`src/rtl/scan_ctrl_defines.svh`:
```
`ifndef SCAN_CTRL_DEFINES_SVH
`define SCAN_CTRL_DEFINES_SVH

// printed offsets are 0x0, 0x1, 0x2 and 0x9 (not all multiples of four), so each is an index
`define IDX_SOFT_STROBE   4'h0
`define IDX_RANGE_SELECT  4'h1
`define IDX_SCAN_LIMITS   4'h2
`define IDX_TRIG_CONTROL  4'h9
`define IDX_RANGE_READ    4'ha

// trigger source encoding in the two low bits of the control word
`define TRIG_SRC_SOFT     2'h1
`define TRIG_SRC_PACER    2'h2
`define TRIG_SRC_EXT      2'h3

// field positions
`define RANGE_LSB         0
`define START_LSB         0
`define STOP_LSB          4
`define SRC_LSB           0

// reset values
`define RANGE_RESET       4'h0
`define CHANNEL_RESET     4'h0
`define SRC_RESET         2'h0

// timing counts
`define CONV_PULSE_CYCLES 4'h1

`endif

```
`src/rtl/scan_ctrl_pkg.sv`:
```
package scan_ctrl_pkg;

  typedef enum logic [1:0] {
    SRC_NONE,
    SRC_SOFT,
    SRC_PACER,
    SRC_EXT
  } trig_src_t;

  typedef enum logic [1:0] {
    RANGE_BIPOLAR,
    RANGE_UNIPOLAR,
    RANGE_UNUSED
  } range_kind_t;

  typedef logic [3:0] channel_t;

endpackage

```
`src/rtl/range_store.sv`:
```
`timescale 1ns/1ns
`include "scan_ctrl_defines.svh"

module range_store #(
  parameter int CHANNELS = 16,
  parameter int CODE_W   = 4
) (
  input  wire logic                         clk_in,
  input  wire logic                         rst_n_in,
  input  wire logic                         wr_en_in,
  input  wire logic [$clog2(CHANNELS)-1:0]  wr_addr_in,
  input  wire logic [CODE_W-1:0]            wr_data_in,
  input  wire logic [$clog2(CHANNELS)-1:0]  rd_addr_in,
  output logic      [CODE_W-1:0]            rd_data_out
);

  logic [CODE_W-1:0] code_mem [CHANNELS];

  //////////////////////////////////////////////////////////////////////////////
  // one code per channel, cleared at reset
  genvar g;
  for (g = 0; g < CHANNELS; g++) begin : g_entry
    always_ff @(posedge clk_in or negedge rst_n_in) begin
      if (!rst_n_in) begin
        code_mem[g] <= `RANGE_RESET;
      end else if (wr_en_in && (wr_addr_in == ($clog2(CHANNELS))'(g))) begin
        code_mem[g] <= wr_data_in;
      end
    end
  end

  assign rd_data_out = code_mem[rd_addr_in];

endmodule

```
`src/rtl/adc_trigger_range_scan_ctrl.sv`:
```
// What this block does
// - With software triggering selected, any write to the strobe register starts one conversion.
// - The trigger source comes from the two low bits of the control register at index 0x9.
// - Conversions start from software, the pacer or the external pulse, only from the selected one.
// - Each channel keeps its own 4-bit range code and the converted channel's code is applied.
// - A write to index 0x1 stores bits 3..0 as one channel's range code and ignores bits 7..4.
// - Range codes decode to bipolar, unipolar or unused spans per the gain variant.
// - A write to index 0x2 takes bits 7..4 as stop channel and bits 3..0 as start channel.
// - Every scan register write loads the current channel with the new start channel.
// - Each conversion start pulse without a scan register write in the same cycle advances the current channel to the next in the scan.
// - The channel steps from start up to stop and then returns to start.
// - Range code writes are addressed by the start channel field.
// - Selecting a channel for range programming changes the active start and stop channels.
// - A read of index 0x2 returns the current channel in bits 3..0.
`timescale 1ns/1ns
`include "scan_ctrl_defines.svh"

module adc_trigger_range_scan_ctrl #(
  parameter int  CHANNELS   = 16,
  parameter int  CODE_W     = 4,
  parameter bit  HIGH_GAIN  = 1'b0
) (
  input  wire logic        clk_in,
  input  wire logic        rst_n_in,
  // ahb-lite slave
  input  wire logic        hsel_in,
  input  wire logic [31:0] haddr_in,
  input  wire logic [1:0]  htrans_in,
  input  wire logic        hwrite_in,
  input  wire logic [2:0]  hsize_in,
  input  wire logic [31:0] hwdata_in,
  input  wire logic        hready_in,
  output logic [31:0]      hrdata_out,
  output logic             hreadyout_out,
  output logic             hresp_out,
  // trigger sources
  input  wire logic        pacer_tick_in,
  input  wire logic        ext_trigger_in,
  // converter side
  output logic             conv_start_out,
  output logic [3:0]       mux_channel_out,
  output logic [3:0]       range_code_out,
  output logic             range_bipolar_out,
  output logic             range_valid_out
);

  //////////////////////////////////////////////////////////////////////////////
  // bus decode

  logic        addr_phase;
  logic        wr_pending_reg;
  logic [3:0]  wr_index_reg;
  logic        wr_soft;
  logic        wr_range;
  logic        wr_scan;
  logic        wr_ctrl;
  logic [7:0]  wr_byte;
  logic [3:0]  rd_index;
  logic        ext_prev_reg;

  assign addr_phase = hsel_in && hready_in && htrans_in[1];
  assign wr_byte    = hwdata_in[7:0];

  always_ff @(posedge clk_in or negedge rst_n_in) begin
    if (!rst_n_in) begin
      wr_pending_reg <= 1'b0;
      wr_index_reg   <= 4'h0;
    end else begin
      wr_pending_reg <= addr_phase && hwrite_in && (haddr_in[31:6] == 26'h0)
                        && (haddr_in[1:0] == 2'h0);
      wr_index_reg   <= haddr_in[5:2];
    end
  end

  assign wr_soft  = wr_pending_reg && (wr_index_reg == `IDX_SOFT_STROBE);
  assign wr_range = wr_pending_reg && (wr_index_reg == `IDX_RANGE_SELECT);
  assign wr_scan  = wr_pending_reg && (wr_index_reg == `IDX_SCAN_LIMITS);
  assign wr_ctrl  = wr_pending_reg && (wr_index_reg == `IDX_TRIG_CONTROL);

  assign hreadyout_out = 1'b1;
  assign hresp_out     = 1'b0;

  //////////////////////////////////////////////////////////////////////////////
  // trigger source select

  logic [1:0]  trig_src_reg;
  logic        trigger;

  always_ff @(posedge clk_in or negedge rst_n_in) begin
    if (!rst_n_in) begin
      trig_src_reg <= `SRC_RESET;
    end else if (wr_ctrl) begin
      trig_src_reg <= wr_byte[`SRC_LSB +: 2];
    end
  end

  always_ff @(posedge clk_in or negedge rst_n_in) begin
    if (!rst_n_in) begin
      ext_prev_reg <= 1'b0;
    end else begin
      ext_prev_reg <= ext_trigger_in;
    end
  end

  always_comb begin
    case (trig_src_reg)
      `TRIG_SRC_SOFT:  trigger = wr_soft;
      `TRIG_SRC_PACER: trigger = pacer_tick_in;
      `TRIG_SRC_EXT:   trigger = ext_trigger_in && !ext_prev_reg;
      default:         trigger = 1'b0;
    endcase
  end

  always_ff @(posedge clk_in or negedge rst_n_in) begin
    if (!rst_n_in) begin
      conv_start_out <= 1'b0;
    end else begin
      conv_start_out <= trigger;
    end
  end

  //////////////////////////////////////////////////////////////////////////////
  // scan sequencer

  logic [3:0]  start_reg;
  logic [3:0]  stop_reg;
  logic [3:0]  current_reg;
  logic [3:0]  current_next;

  always_ff @(posedge clk_in or negedge rst_n_in) begin
    if (!rst_n_in) begin
      start_reg <= `CHANNEL_RESET;
      stop_reg  <= `CHANNEL_RESET;
    end else if (wr_scan) begin
      stop_reg  <= wr_byte[`STOP_LSB +: 4];
      start_reg <= wr_byte[`START_LSB +: 4];
    end
  end

  always_comb begin
    if (current_reg == stop_reg) begin
      current_next = start_reg;
    end else begin
      current_next = current_reg + 4'h1;
    end
  end

  always_ff @(posedge clk_in or negedge rst_n_in) begin
    if (!rst_n_in) begin
      current_reg <= `CHANNEL_RESET;
    end else if (wr_scan) begin
      current_reg <= wr_byte[`START_LSB +: 4];
    end else if (conv_start_out) begin
      current_reg <= current_next;
    end
  end

  assign mux_channel_out = current_reg;

  //////////////////////////////////////////////////////////////////////////////
  // range code storage

  logic [CODE_W-1:0] code_rd;

  range_store #(
    .CHANNELS (CHANNELS),
    .CODE_W   (CODE_W)
  ) u_range_store (
    .clk_in      (clk_in),
    .rst_n_in    (rst_n_in),
    .wr_en_in    (wr_range),
    .wr_addr_in  (start_reg),
    .wr_data_in  (wr_byte[`RANGE_LSB +: CODE_W]),
    .rd_addr_in  (current_reg),
    .rd_data_out (code_rd)
  );

  //////////////////////////////////////////////////////////////////////////////
  // range decode

  scan_ctrl_pkg::range_kind_t kind;

  always_comb begin
    case (code_rd[3:2])
      2'h0:    kind = scan_ctrl_pkg::RANGE_BIPOLAR;
      2'h1:    kind = scan_ctrl_pkg::RANGE_UNIPOLAR;
      2'h2: begin
        if (code_rd[1:0] == 2'h0 || HIGH_GAIN) begin
          kind = scan_ctrl_pkg::RANGE_BIPOLAR;
        end else begin
          kind = scan_ctrl_pkg::RANGE_UNUSED;
        end
      end
      default: kind = scan_ctrl_pkg::RANGE_UNUSED;
    endcase
  end

  always_ff @(posedge clk_in or negedge rst_n_in) begin
    if (!rst_n_in) begin
      range_code_out    <= `RANGE_RESET;
      range_bipolar_out <= 1'b0;
      range_valid_out   <= 1'b0;
    end else begin
      range_code_out    <= code_rd;
      range_bipolar_out <= (kind == scan_ctrl_pkg::RANGE_BIPOLAR);
      range_valid_out   <= (kind != scan_ctrl_pkg::RANGE_UNUSED);
    end
  end

  //////////////////////////////////////////////////////////////////////////////
  // read data

  logic        rd_pending_reg;
  logic [3:0]  rd_index_reg;

  always_ff @(posedge clk_in or negedge rst_n_in) begin
    if (!rst_n_in) begin
      rd_pending_reg <= 1'b0;
      rd_index_reg   <= 4'h0;
    end else begin
      rd_pending_reg <= addr_phase && !hwrite_in;
      rd_index_reg   <= haddr_in[5:2];
    end
  end

  assign rd_index = rd_index_reg;

  always_comb begin
    hrdata_out = 32'h0;
    if (rd_pending_reg) begin
      case (rd_index)
        `IDX_SCAN_LIMITS:  hrdata_out = {28'h0, current_reg};
        `IDX_TRIG_CONTROL: hrdata_out = {30'h0, trig_src_reg};
        `IDX_RANGE_READ:   hrdata_out = {28'h0, code_rd};
        default:           hrdata_out = 32'h0;
      endcase
    end
  end

endmodule

```
`config.mk`:
```
export PLATFORM = sky130hd
export DESIGN_NAME = adc_trigger_range_scan_ctrl
export DESIGN_NICKNAME = d
export VERILOG_FILES = /design/src/rtl/scan_ctrl_pkg.sv /design/src/rtl/range_store.sv /design/src/rtl/adc_trigger_range_scan_ctrl.sv
export VERILOG_INCLUDE_DIRS = /design/src /design/src/rtl
export SDC_FILE = /design/constraint.sdc
export NUM_CORES = 1
export LEC_CHECK = 0
export ABC_AREA = 1
export BUFFER_PORTS_ARGS = -buffer_cell sky130_fd_sc_hd__buf_4
export CAP_MARGIN = 20
export CORE_AREA = 2 2 69 137
export CTS_CLUSTER_DIAMETER = 30
export CTS_CLUSTER_SIZE = 40
export DETAILED_ROUTE_END_ITERATION = 8
export DIE_AREA = 0 0 71 139
export GPL_TIMING_DRIVEN = 0
export PLACE_DENSITY_LB_ADDON = 0.15
export SLEW_MARGIN = 30
export SYNTH_ARGS = -nofsm -noshare
export SYNTH_HDL_FRONTEND = slang
export SYNTH_SLANG_ARGS = --single-unit
```
`constraint.sdc`:
```
create_clock -name clk_in -period 3.7 [get_ports clk_in]
set_input_delay 0.185 -clock clk_in [delete_from_list [all_inputs] [get_ports clk_in]]
set_output_delay 0.185 -clock clk_in [all_outputs]
set_load 0.05 [all_outputs]
```
==> PnR_summary.wiki <==
{| class="wikitable"
! Metric !! Value
|-
| Main combinational cell family by area after synthesis || simple AND/OR/NAND/NOR gates
|-
| Post-synthesis share of cell area spent on and, or, nand and nor gates || 27.3%
|-
| HPWL Detailed || 9620 µm
|-
| Final instance count without filler cells || 823
|-
| Vias in the first global route || 4146
|-
| Largest Register || u_range_store.code_mem
|-
| Netlist cell types || 32
|-
| Achievable frequency || 403 MHz
|-
| Number of nets still failing antenna checks after routing || 0
|-
| PD cells || 548 nW/µm²
|-
| Number of flops mapped to enable cells by yosys || 0
|-
| Final total negative setup slack || 0 ps
|-
| Synthesized instance count || 609
|-
| Cell with the largest stage delay on the worst path || sky130_fd_sc_hd__dfrtp_1
|-
| Compound-Gate Fraction of Synth Area || 9.42%
|-
| M1 GR Usage || 30.7%
|-
| Gate family responsible for the most delay along the worst path || buffers and inverters
|-
| Avg Cell Area, Syn || 7.78 µm²
|-
| Clock H-tree levels || 3
|-
| Most prevalent standard cell on the critical path || sky130_fd_sc_hd__nand3_1
|-
| Xor/xnor cell area share of the yosys netlist || 0.739%
|-
| DRC violations left || 0
|-
| Period utilization || 67.1%
|-
| Chip height || 139 µm
|-
| Overall routing resource usage || 27.7%
|-
| Maximum fanout encountered on the critical timing path || 10
|-
| Gr busiest metal || met2
|-
| Largest net degree at the start of global routing || 93
|-
| Wire length per cell after detailed routing || 16.0 µm
|-
| Maximum clock insertion buffer count || 2
|-
| Most instantiated library cell after synthesis || sky130_fd_sc_hd__nand2_1
|-
| Crit path buffers/inverters || 4
|-
| Clock skew after layout || 5.58 ps
|-
| Grt met3 use || 4.94%
|-
| Die Wd || 71 µm
|-
| Most common library cells after synthesis || 204 x sky130_fd_sc_hd__nand2_1, 92 x sky130_fd_sc_hd__dfrtp_1, 75 x sky130_fd_sc_hd__o21ai_0
|-
| Signal arrival time at the worst endpoint || 2300 ps
|-
| IO buf count || 62
|-
| Max-cap violations || 0
|-
| Failing checks || hold timing
|-
| Slowest Stage Delay on Critical Path || 400 ps
|-
| Pre-antenna DRT Iters || 5
|-
| Critical path class || flip-flop to output port
|-
| Instance count after placement with tap cells included || 801
|-
| Via Count || 4275
|-
| Row cnt || 49
|-
| Core region area || 8890 µm²
|-
| Transition time at the pin with the least slew margin || 853 ps
|-
| Endpoints failing hold || 1
|-
| Share of the synthesized area in the top cell type || 48.6%
|-
| Setup repair after global routing missed its margin || no
|-
| Adder and majority cell fraction of the synthesized area || 0.264%
|-
| Relative area change from synthesis to final layout || 22.4%
|-
| Peak supply drop || 0.407 mV
|-
| Min-delay worst type || input port to flip-flop
|-
| Clock Sinks || 92
|-
| Starting density of the core || 53.3%
|-
| GRT Residual Overflow || 0
|-
| Clock-pin slew reported for the worst setup and hold paths after clock tree synthesis || 60 ps
|-
| Clk Latency, worst-skew pair || 350 ps
|-
| FF+latch count, synth || 92
|-
| Mux share of post-synthesis cell area || 0%
|-
| Share of cells above drive strength 1 || 18.3%
|-
| Final worst hold slack || -1.54 ps
|-
| Net count, final || 793
|-
| Startpoint kind of the worst setup timing path || flip-flop
|-
| Die area || 9870 µm²
|-
| List of cells traversed by the critical path || buf_4 > inv_4 > buf_6 > nand3_1 > nand3_1 > nand3_1 > nand2_1 > nand2_1 > a21oi_1 > buf_4
|-
| Data required time at the worst endpoint || 3510 ps
|-
| Wire length after detailed routing || 13100 µm
|-
| Met2 GRT Util || 49.1%
|-
| Cell taking the most area after synthesis || sky130_fd_sc_hd__dfrtp_1
|-
| Initial DRC count || 359
|-
| Inserted Clock Buffers || 9
|-
| Area of the mapped netlist || 4740 µm²
|-
| Top post-synthesis cells by area || sky130_fd_sc_hd__dfrtp_1 49%, sky130_fd_sc_hd__nand2_1 16%, sky130_fd_sc_hd__o21ai_0 7.9%, sky130_fd_sc_hd__nand3_1 6.0%, sky130_fd_sc_hd__inv_1 5.9%
|-
| Via density || 5.19
|-
| Wire length of the first global-routing pass || 21000 µm
|-
| Share of synthesized area occupied by flip-flops and latches || 48.6%
|-
| Antenna Diode Count || 0
|-
| RePlAce Congestion || 0.903
|-
| Most instantiated flip-flop cell in the synthesis netlist || sky130_fd_sc_hd__dfrtp_1
|-
| Boundary Pins || 121
|-
| Clock root buffer || sky130_fd_sc_hd__clkbuf_16
|-
| LEAKAGE || 3.36 nW
|-
| Period minus WS final || 2480 ps
|-
| CTS tree || yes
|-
| Initial antenna violation count || 0
|-
| Final setup violation count || 0
|-
| Finished Core Util || 65.3%
|-
| Relative max-transition margin || 43.1%
|-
| Slew Viols, Final || 0
|-
| Run status || finished, violations left
|-
| Post-synth ARST share || 100%
|-
| Element type at the critical path end || output port
|-
| Max FFs per register || 64
|-
| Number of warnings issued by yosys || 0
|}
-- layout make-up --
| cell class | instances | area (µm²) |
|---|---|---|
| clock inverters | 7 | 76.3 |
| well taps | 102 | 128 |
| flip-flops and latches | 92 | 2300 |
| plain buffers | 47 | 347 |
| repair buffers | 68 | 529 |
| multi-input cells | 421 | 1900 |
| clock buffers | 9 | 225 |
| fillers | 771 | 3090 |
| inverters | 77 | 297 |
-- per-stage QoR --
stage / cell area (µm²) / hold slack (ps) / worst slack, ps / power, mW
after detailed placement: 5440 / 296 / 1640 / 2.24
after CTS: 5800 / 6.23 / 1250 / 3.17
after floorplan: 4850 / -111 / 1300 / 1.86
after global placement: 5440 / 295 / 1630 / 2.24
after global routing: 5800 / 5.47 / 1060 / 3.30
final: 5800 / -1.54 / 1220 / 3.18
-- layer usage --
layer	up-vias	part of all wire (%)
met2	194	55
li1	2076	-
met4	0	4.8
met3	42	5.7
met1	1963	35
met5	-	0
-- what timing repair did --
| item | 4_1_cts | 5_1_grt |
|---|---|---|
| endpoints found under the hold margin | 97 | 0 |
| setup buffers | 0 | 0 |
| hold buffers | 6 | 0 |
| setup endpoints to repair | 0 | 0 |
| resized for setup | 0 | 0 |
-- kinds of logic (layout without fill, tap and decap cells) --
kind of cell             Yosys count  count (layout)
flip-flops                        92              92
XOR/XNOR                           4               4
AND/OR/NAND/NOR                  299             299
AO/OA/AOI/OAI                     87              87
buffers and inverters            124             208
adder cells (fa/ha/maj)            1               1
other                              2              30
-- power breakdown --
part           internal (mW)  switching (mW)
clock network          0.527           0.416
registers               1.06          0.0344
logic                  0.348           0.796
total                   1.93            1.25
-- cells in the final DEF (no fill, tap or decap), types with 9 or more instances in the layout --
cell type,synthesis,layout
sky130_fd_sc_hd__o21ai_0,75,75
sky130_fd_sc_hd__buf_4,34,95
sky130_fd_sc_hd__dfrtp_1,92,92
sky130_fd_sc_hd__nor2_1,13,13
sky130_fd_sc_hd__inv_1,74,74
sky130_fd_sc_hd__clkbuf_16,0,9
sky130_fd_sc_hd__conb_1,2,30
sky130_fd_sc_hd__nand2_1,204,204
sky130_fd_sc_hd__nand3_1,57,57
-- worst register-to-register path, stage by stage (launching register included) --
cell	delay [ps]
sky130_fd_sc_hd__dfrtp_1	400
sky130_fd_sc_hd__buf_4	200
sky130_fd_sc_hd__inv_4	150
sky130_fd_sc_hd__buf_6	190
sky130_fd_sc_hd__nand3_1	90
sky130_fd_sc_hd__nand3_1	80
sky130_fd_sc_hd__nand3_1	150
sky130_fd_sc_hd__nand2_1	220
sky130_fd_sc_hd__nor2_1	60
sky130_fd_sc_hd__nand2_1	70
sky130_fd_sc_hd__nand2_1	50
-- worst paths after layout --
check	depth (start not counted)	startpoint	slack (ps)	end
worst max register to register	10	mux_channel_out[1]	1920	range_valid_out
worst min register to register	2	u_range_store.code_mem[32]	490	u_range_store.code_mem[32]
max in group asynchronous	2	rst_n_in	2650	u_range_store.code_mem[9]
min in group asynchronous	2	rst_n_in	440	u_range_store.code_mem[34]
worst max-delay path	10	mux_channel_out[1]	1220	hrdata_out[3]
worst min-delay path	2	hwrite_in	-2	rd_pending_reg
No activity file was read; power rests on OpenSTA's default activity.
